`config.mk`:
```
export PLATFORM = sky130hd
export DESIGN_NAME = fcl_fault_cfg
export DESIGN_NICKNAME = d
export VERILOG_FILES = /design/src/verilog/fcl_pkg.sv /design/src/verilog/fcl_fault_cfg.sv /design/src/verilog/fcl_sync.sv /design/src/verilog/fcl_ms_timer.sv
export SDC_FILE = /design/constraint.sdc
export NUM_CORES = 1
export LEC_CHECK = 0
export ABC_AREA = 0
export BUFFER_PORTS_ARGS = -buffer_cell sky130_fd_sc_hd__buf_2
export CORE_MARGIN = 5
export CORE_UTILIZATION = 61
export CTS_CLUSTER_DIAMETER = 80
export DETAILED_ROUTE_END_ITERATION = 16
export GPL_TIMING_DRIVEN = 0
export PLACE_DENSITY = 0.92
export SKIP_LAST_GASP = 1
export SYNTH_ARGS = -nofsm -noshare
export SYNTH_HDL_FRONTEND = slang
export SYNTH_SLANG_ARGS = --single-unit
```
`constraint.sdc`:
```
create_clock -name pclk -period 9.1 [get_ports pclk]
set_clock_uncertainty 0.2 [all_clocks]
set_input_delay 2.73 -clock pclk [delete_from_list [all_inputs] [get_ports pclk]]
set_output_delay 2.73 -clock pclk [all_outputs]
set_load 0.01 [all_outputs]
```
`src/verilog/fcl_pkg.sv`:
```
// Notes on behaviour
// bits 29:27 pick absent-motor filter time, 1 ms (code 0) to 1000 ms (code 7)
// reaction codes 0,1: recirculate, resume next pwm cycle; fault only for 0
// codes 2,3: recirculate until phase sense drops; high-side modulation only; fault for 2
// codes 4,5: recirculate for retry pwm cycles, then resume; fault for 4
// code 6: report the over-limit event only, outputs untouched
// code 7 and above: per-cycle current limiting fully disabled
// bits 22:19 set lock threshold 0.1 V steps, 0.1 V to 1.5 V; code 0 reserved
// lock current equals threshold voltage divided by sense amplifier gain
// bits 18:15 pick lock reaction: latched, retry, report only or disabled
// config word resets to zero; reserved bit 30 reads back as written
package fcl_pkg;

    // ------------------------------------------------------------
    // register map (byte addresses on apb)
    // ------------------------------------------------------------
    localparam logic [11:0] REG_CFG_INDEX = 12'h092;
    localparam logic [11:0] ADDR_CFG = {REG_CFG_INDEX[9:0], 2'b00};
    localparam logic [11:0] ADDR_IRQ_STATUS = 12'h000;
    localparam logic [11:0] ADDR_IRQ_ENABLE = 12'h004;
    localparam logic [11:0] ADDR_IRQ_CLEAR = 12'h008;
    localparam logic [11:0] ADDR_STATE = 12'h00c;
    localparam logic [11:0] ADDR_CTRL = 12'h010;
    localparam logic [31:0] CFG_RESET = 32'h0000_0000;
    localparam logic [2:0] IRQ_RESET = 3'h0;

    // irq bit positions
    localparam int IRQ_PER_CYCLE = 0;
    localparam int IRQ_LOCK = 1;
    localparam int IRQ_ABSENT = 2;
    localparam int IRQ_BITS = 3;

    // ctrl bit positions
    localparam int CTRL_LOCK_RELEASE = 0;

    // ------------------------------------------------------------
    // timing
    // ------------------------------------------------------------
    localparam int CLK_PERIOD_NS = 25;
    localparam int MS_NS = 1000000;
    localparam int MS_CYCLES = MS_NS / CLK_PERIOD_NS;
    localparam int MS_W = 10;
    localparam logic [10:0] LOCK_STEP_MV = 11'h064;
    localparam logic [9:0] LOCK_RETRY_STEP_MS = 10'h064;

    // ------------------------------------------------------------
    // config word layout
    // ------------------------------------------------------------
    typedef struct packed {
        logic parity;
        logic spare_hi;
        logic [2:0] absent_motor_filter_time;
        logic [3:0] per_cycle_limit_reaction;
        logic [3:0] lock_threshold;
        logic [3:0] lock_reaction;
        logic [3:0] lock_filter_time;
        logic [2:0] per_cycle_retry_count;
        logic spare_lo;
        logic [3:0] motor_lock_mode;
        logic [2:0] lock_retry_time;
    } fcl_cfg_s;

    // gate driver request toward the power stage
    typedef enum logic [2:0] {
        GATE_DRIVE = 3'b000,
        GATE_TRISTATE = 3'b001,
        GATE_RECIRC = 3'b010,
        GATE_HS_BRAKE = 3'b011,
        GATE_LS_BRAKE = 3'b100
    } fcl_gate_e;

    typedef struct packed {
        fcl_gate_e gate;
        logic fault_low;
        logic lock_held;
        logic limit_active;
        logic absent_motor;
    } fcl_status_s;

    localparam logic [3:0] PCL_NEXT_NF = 4'h0;
    localparam logic [3:0] PCL_NEXT_QUIET = 4'h1;
    localparam logic [3:0] PCL_SENSE_NF = 4'h2;
    localparam logic [3:0] PCL_SENSE_QUIET = 4'h3;
    localparam logic [3:0] PCL_RETRY_NF = 4'h4;
    localparam logic [3:0] PCL_RETRY_QUIET = 4'h5;
    localparam logic [3:0] PCL_REPORT = 4'h6;
    localparam logic [3:0] LCK_REPORT = 4'h8;

    function automatic logic [9:0] absent_filter_ms(input logic [2:0] code);
        logic [9:0] ms;
        ms = 10'h001;
        unique case (code)
            3'h0: ms = 10'h001;
            3'h1: ms = 10'h00a;
            3'h2: ms = 10'h019;
            3'h3: ms = 10'h032;
            3'h4: ms = 10'h064;
            3'h5: ms = 10'h0fa;
            3'h6: ms = 10'h1f4;
            3'h7: ms = 10'h3e8;
        endcase
        return ms;
    endfunction

endpackage

```
`src/verilog/fcl_fault_cfg.sv`:
```
`timescale 1ns/1ps
module fcl_fault_cfg #(
    parameter int MS_CYCLES = fcl_pkg::MS_CYCLES
) (
    // clock and reset
    input wire logic pclk,
    input wire logic presetn,
    // apb slave
    input wire logic psel,
    input wire logic penable,
    input wire logic pwrite,
    input wire logic [11:0] paddr,
    input wire logic [31:0] pwdata,
    input wire logic [3:0] pstrb,
    output logic [31:0] prdata,
    output logic pready,
    output logic pslverr,
    // pins, synchronised inside
    input wire logic phase_over_limit,
    input wire logic motor_absent_raw,
    // same-clock inputs from the control core
    input wire logic pwm_cycle_start,
    input wire logic high_side_mod,
    input wire logic [15:0] phase_current_ma,
    input wire logic [7:0] sense_amp_gain,
    // outputs
    output fcl_pkg::fcl_gate_e gate_state,
    output logic fault_output_low,
    output logic absent_motor,
    output logic irq
);
    import fcl_pkg::*;

    // ------------------------------------------------------------
    // state
    // ------------------------------------------------------------
    typedef enum logic [1:0] {
        PCL_RUN = 2'b00,
        PCL_HOLD = 2'b01
    } fcl_pcl_e;

    typedef enum logic [1:0] {
        LCK_OK = 2'b00,
        LCK_LATCHED = 2'b01,
        LCK_RETRY = 2'b10
    } fcl_lck_e;

    fcl_cfg_s cfg_reg;
    logic [IRQ_BITS-1:0] irq_status_reg;
    logic [IRQ_BITS-1:0] irq_enable_reg;
    fcl_pcl_e pcl_reg;
    fcl_pcl_e pcl_next;
    fcl_lck_e lck_reg;
    fcl_lck_e lck_next;
    logic [2:0] retry_left_reg;
    logic [2:0] retry_left_next;
    logic [31:0] ms_div_reg;
    logic ms_tick_reg;
    logic over_sync;
    logic absent_sync;
    logic absent_done;
    logic absent_done_d_reg;
    logic lock_retry_done;

    // ------------------------------------------------------------
    // pin synchronisers
    // ------------------------------------------------------------
    fcl_sync #(
        .W(2)
    ) u_sync (
        .pclk(pclk),
        .presetn(presetn),
        .async_in({phase_over_limit, motor_absent_raw}),
        .sync_out({over_sync, absent_sync})
    );

    // ------------------------------------------------------------
    // ms tick divider
    // ------------------------------------------------------------
    wire ms_wrap = (ms_div_reg == 32'(MS_CYCLES - 1));
    always_ff @(posedge pclk or negedge presetn) begin
        if (!presetn) begin
            ms_div_reg <= 32'h0;
            ms_tick_reg <= 1'b0;
        end else begin
            ms_div_reg <= ms_wrap ? 32'h0 : ms_div_reg + 32'h1;
            ms_tick_reg <= ms_wrap;
        end
    end

    // ------------------------------------------------------------
    // apb decode
    // ------------------------------------------------------------
    wire setup = psel && !penable;
    wire access = psel && penable && pready;
    wire hit_cfg = (paddr == ADDR_CFG);
    wire hit_status = (paddr == ADDR_IRQ_STATUS);
    wire hit_enable = (paddr == ADDR_IRQ_ENABLE);
    wire hit_clear = (paddr == ADDR_IRQ_CLEAR);
    wire hit_state = (paddr == ADDR_STATE);
    wire hit_ctrl = (paddr == ADDR_CTRL);
    wire mapped = hit_cfg | hit_status | hit_enable | hit_clear | hit_state | hit_ctrl;
    wire wr = access && pwrite && mapped;
    wire [31:0] strb_mask = {{8{pstrb[3]}}, {8{pstrb[2]}}, {8{pstrb[1]}}, {8{pstrb[0]}}};
    wire [31:0] cfg_word = cfg_reg;
    // whole word kept, reserved bits included, so software reads back what it wrote
    wire [31:0] cfg_merged = (cfg_word & ~strb_mask) | (pwdata & strb_mask);
    wire clear_hit = wr && hit_clear && pstrb[0];
    wire [IRQ_BITS-1:0] clear_bits = clear_hit ? pwdata[IRQ_BITS-1:0] : '0;
    wire lock_release = wr && hit_ctrl && pstrb[0] && pwdata[CTRL_LOCK_RELEASE];
    fcl_status_s status_now;
    wire [31:0] rd_mux =
        hit_cfg ? cfg_word :
        hit_status ? {{(32 - IRQ_BITS){1'b0}}, irq_status_reg} :
        hit_enable ? {{(32 - IRQ_BITS){1'b0}}, irq_enable_reg} :
        hit_state ? {24'h0, 1'b0, status_now} :
        32'h0;

    // zero-wait slave: pready rises in the first access cycle
    always_ff @(posedge pclk or negedge presetn) begin
        if (!presetn) begin
            pready <= 1'b0;
            pslverr <= 1'b0;
            prdata <= 32'h0;
        end else begin
            pready <= setup;
            pslverr <= setup && !mapped;
            prdata <= (setup && !pwrite) ? rd_mux : 32'h0;
        end
    end

    always_ff @(posedge pclk or negedge presetn) begin
        if (!presetn) begin
            cfg_reg <= CFG_RESET;
            irq_enable_reg <= IRQ_RESET;
        end else begin
            if (wr && hit_cfg) begin
                cfg_reg <= cfg_merged;
            end
            if (wr && hit_enable && pstrb[0]) begin
                irq_enable_reg <= pwdata[IRQ_BITS-1:0];
            end
        end
    end

    // ------------------------------------------------------------
    // per-cycle current limit
    // ------------------------------------------------------------
    wire [3:0] pcl_mode = cfg_reg.per_cycle_limit_reaction;
    wire pcl_next_cycle = (pcl_mode == PCL_NEXT_NF) || (pcl_mode == PCL_NEXT_QUIET);
    // sense-release modes are only meaningful with high-side modulation
    wire pcl_sense = ((pcl_mode == PCL_SENSE_NF) || (pcl_mode == PCL_SENSE_QUIET))
        && high_side_mod;
    wire pcl_retry = (pcl_mode == PCL_RETRY_NF) || (pcl_mode == PCL_RETRY_QUIET);
    wire pcl_acts = pcl_next_cycle || pcl_sense || pcl_retry;
    wire pcl_report = (pcl_mode == PCL_REPORT);
    // codes 7 and up, and sense codes without high-side modulation, neither act nor report
    wire pcl_enabled = pcl_acts || pcl_report;
    wire pcl_flags_fault = (pcl_mode == PCL_NEXT_NF) || (pcl_mode == PCL_SENSE_NF)
        || (pcl_mode == PCL_RETRY_NF);
    wire over_rise_ok = over_sync && pcl_enabled && (pcl_reg == PCL_RUN);
    wire [2:0] retry_load = (cfg_reg.per_cycle_retry_count == 3'h0) ? 3'h1
        : cfg_reg.per_cycle_retry_count;

    always_comb begin
        pcl_next = pcl_reg;
        retry_left_next = retry_left_reg;
        unique case (pcl_reg)
            PCL_RUN: begin
                if (over_sync && pcl_acts) begin
                    pcl_next = PCL_HOLD;
                    retry_left_next = retry_load;
                end
            end
            PCL_HOLD: begin
                if (!pcl_acts) begin
                    pcl_next = PCL_RUN;
                end else if (pcl_next_cycle && pwm_cycle_start) begin
                    pcl_next = PCL_RUN;
                end else if (pcl_sense && !over_sync) begin
                    pcl_next = PCL_RUN;
                end else if (pcl_retry && pwm_cycle_start) begin
                    retry_left_next = retry_left_reg - 3'h1;
                    if (retry_left_reg == 3'h1) begin
                        pcl_next = PCL_RUN;
                    end
                end
            end
            default: pcl_next = PCL_RUN;
        endcase
    end

    // ------------------------------------------------------------
    // lock detection
    // ------------------------------------------------------------
    wire [10:0] lock_mv = 11'(cfg_reg.lock_threshold * LOCK_STEP_MV);
    // amps = volts / gain, compared as current * gain against volts to avoid a divider
    wire [23:0] sensed_mv = phase_current_ma * sense_amp_gain;
    wire [23:0] limit_mv = {13'h0, lock_mv} * 24'h0003e8;
    wire lock_cond = (cfg_reg.lock_threshold != 4'h0) && (sensed_mv >= limit_mv);
    wire [3:0] lck_mode = cfg_reg.lock_reaction;
    wire lck_latch = (lck_mode <= 4'h3);
    wire lck_auto = (lck_mode >= 4'h4) && (lck_mode <= 4'h7);
    wire lck_enabled = lck_latch || lck_auto || (lck_mode == LCK_REPORT);
    wire lock_event = lock_cond && lck_enabled && (lck_reg == LCK_OK);
    wire [9:0] lock_retry_ms = 10'({7'h0, cfg_reg.lock_retry_time} + 10'h1)
        * LOCK_RETRY_STEP_MS;

    always_comb begin
        lck_next = lck_reg;
        unique case (lck_reg)
            LCK_OK: begin
                if (lock_cond && lck_latch) begin
                    lck_next = LCK_LATCHED;
                end else if (lock_cond && lck_auto) begin
                    lck_next = LCK_RETRY;
                end
            end
            LCK_LATCHED: begin
                if (lock_release) begin
                    lck_next = LCK_OK;
                end
            end
            LCK_RETRY: begin
                if (lock_retry_done) begin
                    lck_next = LCK_OK;
                end
            end
            default: lck_next = LCK_OK;
        endcase
    end

    fcl_ms_timer u_lock_retry (
        .pclk(pclk),
        .presetn(presetn),
        .ms_tick(ms_tick_reg),
        .run(lck_reg == LCK_RETRY),
        .limit_ms(lock_retry_ms),
        .done(lock_retry_done)
    );

    // ------------------------------------------------------------
    // absent motor filter
    // ------------------------------------------------------------
    fcl_ms_timer u_absent (
        .pclk(pclk),
        .presetn(presetn),
        .ms_tick(ms_tick_reg),
        .run(absent_sync),
        .limit_ms(absent_filter_ms(cfg_reg.absent_motor_filter_time)),
        .done(absent_done)
    );
    wire absent_rise = absent_done && !absent_done_d_reg;

    // ------------------------------------------------------------
    // gate request, fault pin, interrupts
    // ------------------------------------------------------------
    wire [1:0] lck_sub = lck_mode[1:0];
    wire lck_holding = (lck_reg != LCK_OK);
    fcl_gate_e gate_next;
    assign gate_next =
        (lck_holding && lck_sub == 2'h0) ? GATE_TRISTATE :
        (lck_holding && lck_sub == 2'h1) ? GATE_RECIRC :
        (lck_holding && lck_sub == 2'h2) ? GATE_HS_BRAKE :
        lck_holding ? GATE_LS_BRAKE :
        (pcl_reg == PCL_HOLD) ? GATE_RECIRC :
        GATE_DRIVE;
    // of the lock faults only latched ones pull the pin; the lock retry modes recover silently
    wire fault_next = ((pcl_reg == PCL_HOLD) && pcl_flags_fault) || (lck_reg == LCK_LATCHED);
    wire [IRQ_BITS-1:0] irq_set = {absent_rise, lock_event, over_rise_ok};
    // a new event wins over a clear in the same cycle
    wire [IRQ_BITS-1:0] irq_status_next = (irq_status_reg & ~clear_bits) | irq_set;

    assign status_now = '{gate: gate_state, fault_low: fault_output_low,
        lock_held: lck_holding, limit_active: (pcl_reg == PCL_HOLD),
        absent_motor: absent_motor};

    always_ff @(posedge pclk or negedge presetn) begin
        if (!presetn) begin
            pcl_reg <= PCL_RUN;
            lck_reg <= LCK_OK;
            retry_left_reg <= 3'h0;
            absent_done_d_reg <= 1'b0;
            irq_status_reg <= IRQ_RESET;
            gate_state <= GATE_DRIVE;
            fault_output_low <= 1'b1;
            absent_motor <= 1'b0;
            irq <= 1'b0;
        end else begin
            pcl_reg <= pcl_next;
            lck_reg <= lck_next;
            retry_left_reg <= retry_left_next;
            absent_done_d_reg <= absent_done;
            irq_status_reg <= irq_status_next;
            gate_state <= gate_next;
            fault_output_low <= !fault_next;
            absent_motor <= absent_done;
            irq <= |(irq_status_next & irq_enable_reg);
        end
    end
endmodule

```
`src/verilog/fcl_sync.sv`:
```
`timescale 1ns/1ps
module fcl_sync #(
    parameter int W = 1
) (
    // clock and reset
    input wire logic pclk,
    input wire logic presetn,
    // data
    input wire logic [W-1:0] async_in,
    output logic [W-1:0] sync_out
);
    logic [W-1:0] meta_reg;

    // -----------------------------------------
    // two stages; the first is read only by the second
    // -----------------------------------------
    always_ff @(posedge pclk or negedge presetn) begin
        if (!presetn) begin
            meta_reg <= '0;
            sync_out <= '0;
        end else begin
            meta_reg <= async_in;
            sync_out <= meta_reg;
        end
    end
endmodule

```
`src/verilog/fcl_ms_timer.sv`:
```
`timescale 1ns/1ps
module fcl_ms_timer (
    // clock and reset
    input wire logic pclk,
    input wire logic presetn,
    // control
    input wire logic ms_tick,
    input wire logic run,
    input wire logic [fcl_pkg::MS_W-1:0] limit_ms,
    // result
    output logic done
);
    import fcl_pkg::*;

    logic [MS_W-1:0] count_reg;
    wire reached = (count_reg >= limit_ms);

    // -----------------------------------------
    // counts whole ms while run holds; run low restarts
    // -----------------------------------------
    always_ff @(posedge pclk or negedge presetn) begin
        if (!presetn) begin
            count_reg <= '0;
            done <= 1'b0;
        end else if (!run) begin
            count_reg <= '0;
            done <= 1'b0;
        end else begin
            if (ms_tick && !reached) begin
                count_reg <= count_reg + 1'b1;
            end
            done <= reached;
        end
    end
endmodule

```
# Word level (Yosys, flattened, before mapping)
# Memory sizes are Yosys's and may differ from the RTL's.
# Cells that the tools add are included.
# totals
reg_bits	144
mem_bits_ro	80
out_inout_bits	40
word_cells	195
mem_count	1
# mem_list
name	depth	word_bits	rd	rd_ports_with_merged_regs	wr	line	text
(name not given)	8	10	1	0	0	fcl_pkg.sv:92	unique case (code)
# classes
addsub	5
mul	4
magnitude_cmp	6
n_eq_ne	31
mux	37
bitwise	13
reduce_logical	67
# ops
op	n
$mux 32	3
$and 32x32->32	2
$mux 10	4
$logic_and 1x1->1	35
$mux 3	11
$add 32x1->32 const B	1
$eq 32x16->1 const B	1
$not 32->32	1
$or 32x32->32	1
$eq 12x4->1 const B	2
$ge 24x21->1	1
$mul 16x8->24	1
$mux 2	11
$mux 7	3
$add 10x1->10 const B	2
$ge 10x10->1	2
$mul 9x7->16 const B	1
$eq 12x10->1 const B	1
$eq 12x3->1 const B	1
$eq 12x5->1 const B	1
$eq 4x3->1 const B	3
$logic_not 12->1	1
$logic_or 1x1->1	11
$ne 2x2->1 const B	5
33 further kinds	58

# Depth between registers and ports, before layout
# logic_depth
word_depth	15
mapped_depth	27
ltp_nobuf	27

# Modules after synthesis
# From an unflattened synthesis, not the netlist that was laid out.
# unflattened
cells_unflattened	1366
area_unflattened_um2	13390.3
# by_module_without_submodules
module	instances	cells_per_inst	area_per_inst_um2	seq_area_each_um2
fcl_fault_cfg	1	1166	11578.6	2929.1
fcl_ms_timer	2	98	855.8	275.3
fcl_sync	1	4	100.1	100.1

# Worst setup path after synthesis
# Ideal clock, no wire load.
# synth_path
path_type	input port to flip-flop
startpoint	input sense_amp_gain[7]
endpoint	register lck_reg[0]
setup_ns	0.133
t_arrival_ns	7.896
t_required_ns	8.767
path_slack_ns	0.871
cell_stages	23
n_path_buf	2
path_cell_list	clkbuf_1 -> and2_1 -> fa_1 -> fa_1 -> fa_1 -> inv_1 -> fa_1 -> inv_1 -> ha_1 -> buf_2 -> a2111o_1 -> o21ai_0 -> nor2_1 -> nor2_1 -> o21ai_0 -> xor2_1 -> ha_1 -> a21o_1 -> a21oi_1 -> o221ai_1 -> a21oi_1 -> and4_1 -> o21ai_0
# synth_via
elab_chain_len	6
# synth_lines
item	line	text
from (decl)	fcl_fault_cfg.sv:25	input wire logic [7:0] sense_amp_gain,
$mul 16x8->24 *	fcl_fault_cfg.sv:198	wire [23:0] sensed_mv = phase_current_ma * sense_amp_gain;
$ge 24x21->1 *	fcl_fault_cfg.sv:200	wire lock_cond = (cfg_reg.lock_threshold != 4'h0) && (sensed_mv >= limit_mv);
$logic_and 1x1->1 *	fcl_fault_cfg.sv:200	
$logic_and 1x1->1, on equally long branches	fcl_fault_cfg.sv:213, fcl_fault_cfg.sv:215	
$ne 3x1->1 (no line) / $mux 2 (equally long branches)	-	
$reduce_and 3->1 (no line) / $pmux 2 s3 (equally long branches)	-	
to (signal assigned)	fcl_fault_cfg.sv:291	lck_reg <= lck_next;
to (decl)	fcl_fault_cfg.sv:53	fcl_lck_e lck_reg;
# Every way passes the cells marked *; elsewhere a longest branch is shown, timed or not.
# A chain may end at the register's enable or synchronous reset.

# Final worst setup path
# layout_path
startpoint	input sense_amp_gain[6]
endpoint	register irq
# layout_via
elab_chain_len	8
# layout_lines
item	line	text
$mul 16x8->24	fcl_fault_cfg.sv:198	
$ge 24x21->1	fcl_fault_cfg.sv:200	
$logic_and 1x1->1	fcl_fault_cfg.sv:200	
$logic_and 1x1->1 (2 in a row)	fcl_fault_cfg.sv:205	wire lock_event = lock_cond && lck_enabled && (lck_reg == LCK_OK);
$or 3x3->3	fcl_fault_cfg.sv:272	wire [IRQ_BITS-1:0] irq_status_next = (irq_status_reg & ~clear_bits) | irq_set;
$and 3x3->3	fcl_fault_cfg.sv:298	irq <= |(irq_status_next & irq_enable_reg);
$reduce_or 3->1	fcl_fault_cfg.sv:298	
to (signal assigned)	fcl_fault_cfg.sv:298	
to (decl)	fcl_fault_cfg.sv:30	output logic irq
# No other way between the ends.

==> results by group <==
Floorplan
  – FP Rows: 53
  – Chip height: 155 um
  – Die width: 155 um
  – Total core area: 20800 um2
  – Initial Util: 61.3%
  – Top-level I/O count: 121
  – Die area: 23900 um2

Critical path
  – Most used cell, CP: fa_1
  – R2R Setup Slk: 1.54 ns
  – Crit path largest cell delay: 0.54 ns
  – Worst path top cell family by delay: adder cells
  – Setup CP Type: in2reg
  – Arrival time worst endpoint: 8.67 ns
  – Crit. End Element: flop
  – Crit-path max FO: 16
  – Worst path slowest cell: fa_1
  – Worst path required time: 9.17 ns
  – CP Cell Sequence: buf_2 -> and2_1 -> fa_1 -> fa_1 -> fa_1 -> inv_1 -> fa_1 -> inv_1 -> ha_1 -> buf_2 -> a2111oi_0 -> nor3_1 -> o21ai_1 -> nor2_1 -> nor2_1 -> o21ai_0 -> xor2_1 -> ha_1 -> a21o_1 -> a21oi_1 -> o221ai_1 -> a21oi_1 -> and4_1 -> o21ai_1
  – Critical Path Source Type: primary input
  – Worst path bufs/invs: 4
  – R2R cell count: 25
  – Reg2reg end: irq

CTS
  – CTS max path bufs: 2
  – Skew-Pair Late Insertion Delay: 0.42 ns
  – CTS tree: built
  – Clock Sinks: 143
  – CTS Root Cell: clkbuf_16
  – TritonCTS buffer count: 17
  – CTS H-tree lvls: 4
  – Reg clk slew, reported paths: 0.06 ns

Logic synthesis
  – Synth cell count leaders: inv_1, dfrtp_1, ha_1
  – Post-synth EDFFs: 0
  – Synth Net Count: 1638
  – Post-synth top area share: 27.9%
  – Post-synthesis sequential area ratio: 28.1%
  – Post-Syn Area per Cell: 9.78 um2
  – Top_reg_cell synth: dfrtp_1
  – Count leader, synth: inv_1
  – Cell taking the most area after synthesis: dfrtp_1
  – Post-Syn Area: 12800 um2
  – Synth Register Bits: 143
  – Synth warnings: 0
  – Area contributors post-synth: dfrtp_1, fa_1, ha_1
  – Mapped Cells: 1304
  – Unique cell type count in the Yosys netlist: 65
  – Async S/R FF share, synth: 100%

Power
  – Leak: 7.34 nW
  – Clk pwr share: 24.2%
  – Combinational Power Share: 52.2%
  – Flop pwr share: 23.7%
  – Pwr/cell area: 197 nW/um2
  – Int Pwr: 1.66 mW
  – Switching share of power: 41.0%
  – Net switching power: 1.15 mW
  – Peak supply drop: 0.000190 V
  – Pwr Total: 2.81 mW

STA
  – Post-Route Setup TNS: 0 ns
  – Actual slew at the worst max-slew pin: 0.778 ns
  – # setup viols final: 0
  – Final Slew Violations: 0
  – Worst hold slack: 0.159 ns
  – Tmin final: 8.59 ns
  – Final Hold Viols: 0
  – F_max: 116 MHz
  – Final period util: 94.4%
  – Max_slew headroom: 47.9%
  – Final worst slack: 0.507 ns
  – RSZ-0062 raised after global routing: no

Routing
  – DRT iter0 DRCs: 706
  – Vias: 10200
  – WL/cell: 18.1 um
  – Routed Wire Length: 31100 um
  – Vias/cell: 5.92
  – Pre-antenna DRT Iters: 7
  – # DRC: 0
  – Final ANT Viol Nets: 0

GRT
  – Largest net degree at the start of global routing: 79
  – Global Route Usage Sum: 27.1%
  – Total gr overflow: 0
  – Vias in the first global route: 11400
  – First-pass GRT wire length: 53500 um
  – Initial antenna violation count: 0

Finish
  – Antenna diode count: 0
  – Share of layout cells above drive strength 1: 13.4%
  – Final #Nets: 1771
  – Post-Layout Cell Count: 1725
  – Area Overhead vs Synth: 12.0%

Min path
  – Hold Path Depth: 0
  – Hold Startpoint: u_sync.meta_reg[1]
  – Worst hold path endpoint: u_sync.sync_out[1]
  – Hold WC Path Type: reg2reg

Placement
  – GP Congestion: 0.928
  – Placed cell count: 1699
  – Worst slack at placement: -0.182 ns
  – DP Wirelength: 23100 um
  – PortBufs: 119

Job
  – Maximum capacitance violations: 0

Run status
  – Status: completed
==> cell type report <==
cell class,instances,area (um2)
well taps,275,344
plain buffers,12,47.5
multi-input cells,960,8420
clock inverters,15,150
clock buffers,17,425
fillers,1366,6540
flip-flops and latches,143,3580
inverters,183,687
repair buffers,120,629
==> power groups by stage <==
stage | clock network [mW] | registers (mW) | logic, mW
after global placement | 0 | 0.674 | 1.35
after global routing | 0.712 | 0.666 | 1.68
after CTS | 0.680 | 0.665 | 1.45
final | 0.680 | 0.666 | 1.47
after floorplan | 0 | 0.674 | 1.10
after detailed placement | 0 | 0.675 | 1.43
==> kinds of logic after synthesis <==
kind of cell	count (synthesis)	synth area share (%)
AO/OA/AOI/OAI	158	8.05
flip-flops	143	28.1
AND/OR/NAND/NOR	428	17.5
buffers and inverters	201	5.93
XOR/XNOR	76	5.22
multiplexers	44	3.80
adder cells (fa/ha/maj)	253	31.4
other	1	0.0294
==> layout by cell type (no fill, tap or decap), drive strengths merged, types with 4 or more instances in the layout <==
cell type / n
mux2i: 9
nor4: 14
clkinv: 6
a21o: 14
clkbuf: 27
o31ai: 7
dfrtp: 142
a22oi: 6
ha: 141
and4: 5
nor2b: 9
xor2: 27
nor3: 27
a21oi: 45
and2: 112
buf: 122
nand2: 101
and3: 8
a2111oi: 4
mux2: 35
a211oi: 7
nor2: 71
or4: 6
o21ai: 34
nand4: 17
o211ai: 9
inv: 189
fa: 112
or3: 8
xnor2: 49
o21a: 5
nand3: 27
nand2b: 16
==> stage by stage <==
stage          utilization, %  instance area, um2
3_5_place_dp             65.9               13700
6_report                 68.6               14300
3_3_place_gp             65.8               13700
2_1_floorplan               -               12800
4_1_cts                  68.7               14300
5_1_grt                  68.6               14300
==> worst max-delay path by stage <==
stage / from / cells past startpoint / endpoint
4_1_cts: sense_amp_gain[5] / 22 / irq
2_1_floorplan: sense_amp_gain[7] / 23 / lck_reg[0]
3_3_place_gp: sense_amp_gain[5] / 24 / lck_reg[0]
3_5_place_dp: sense_amp_gain[5] / 25 / irq
5_1_grt: sense_amp_gain[6] / 21 / irq
6_report: sense_amp_gain[6] / 24 / irq
==> what timing repair did <==
item                                    4_1_cts  5_1_grt
hold buffers                                  0        0
setup buffers                                 0        0
resized for setup                             0        2
endpoints found under the setup margin        0        4
==> metal layers <==
metal	share of wire, %	GRT usage [%]	vias up
li1	-	-	4604
met1	38	31.2	5026
met2	53	49.8	476
met3	5.9	5.04	104
met4	3.2	10.6	0
met5	0	0	-
Note: power is estimated with default switching activity, not from simulation.
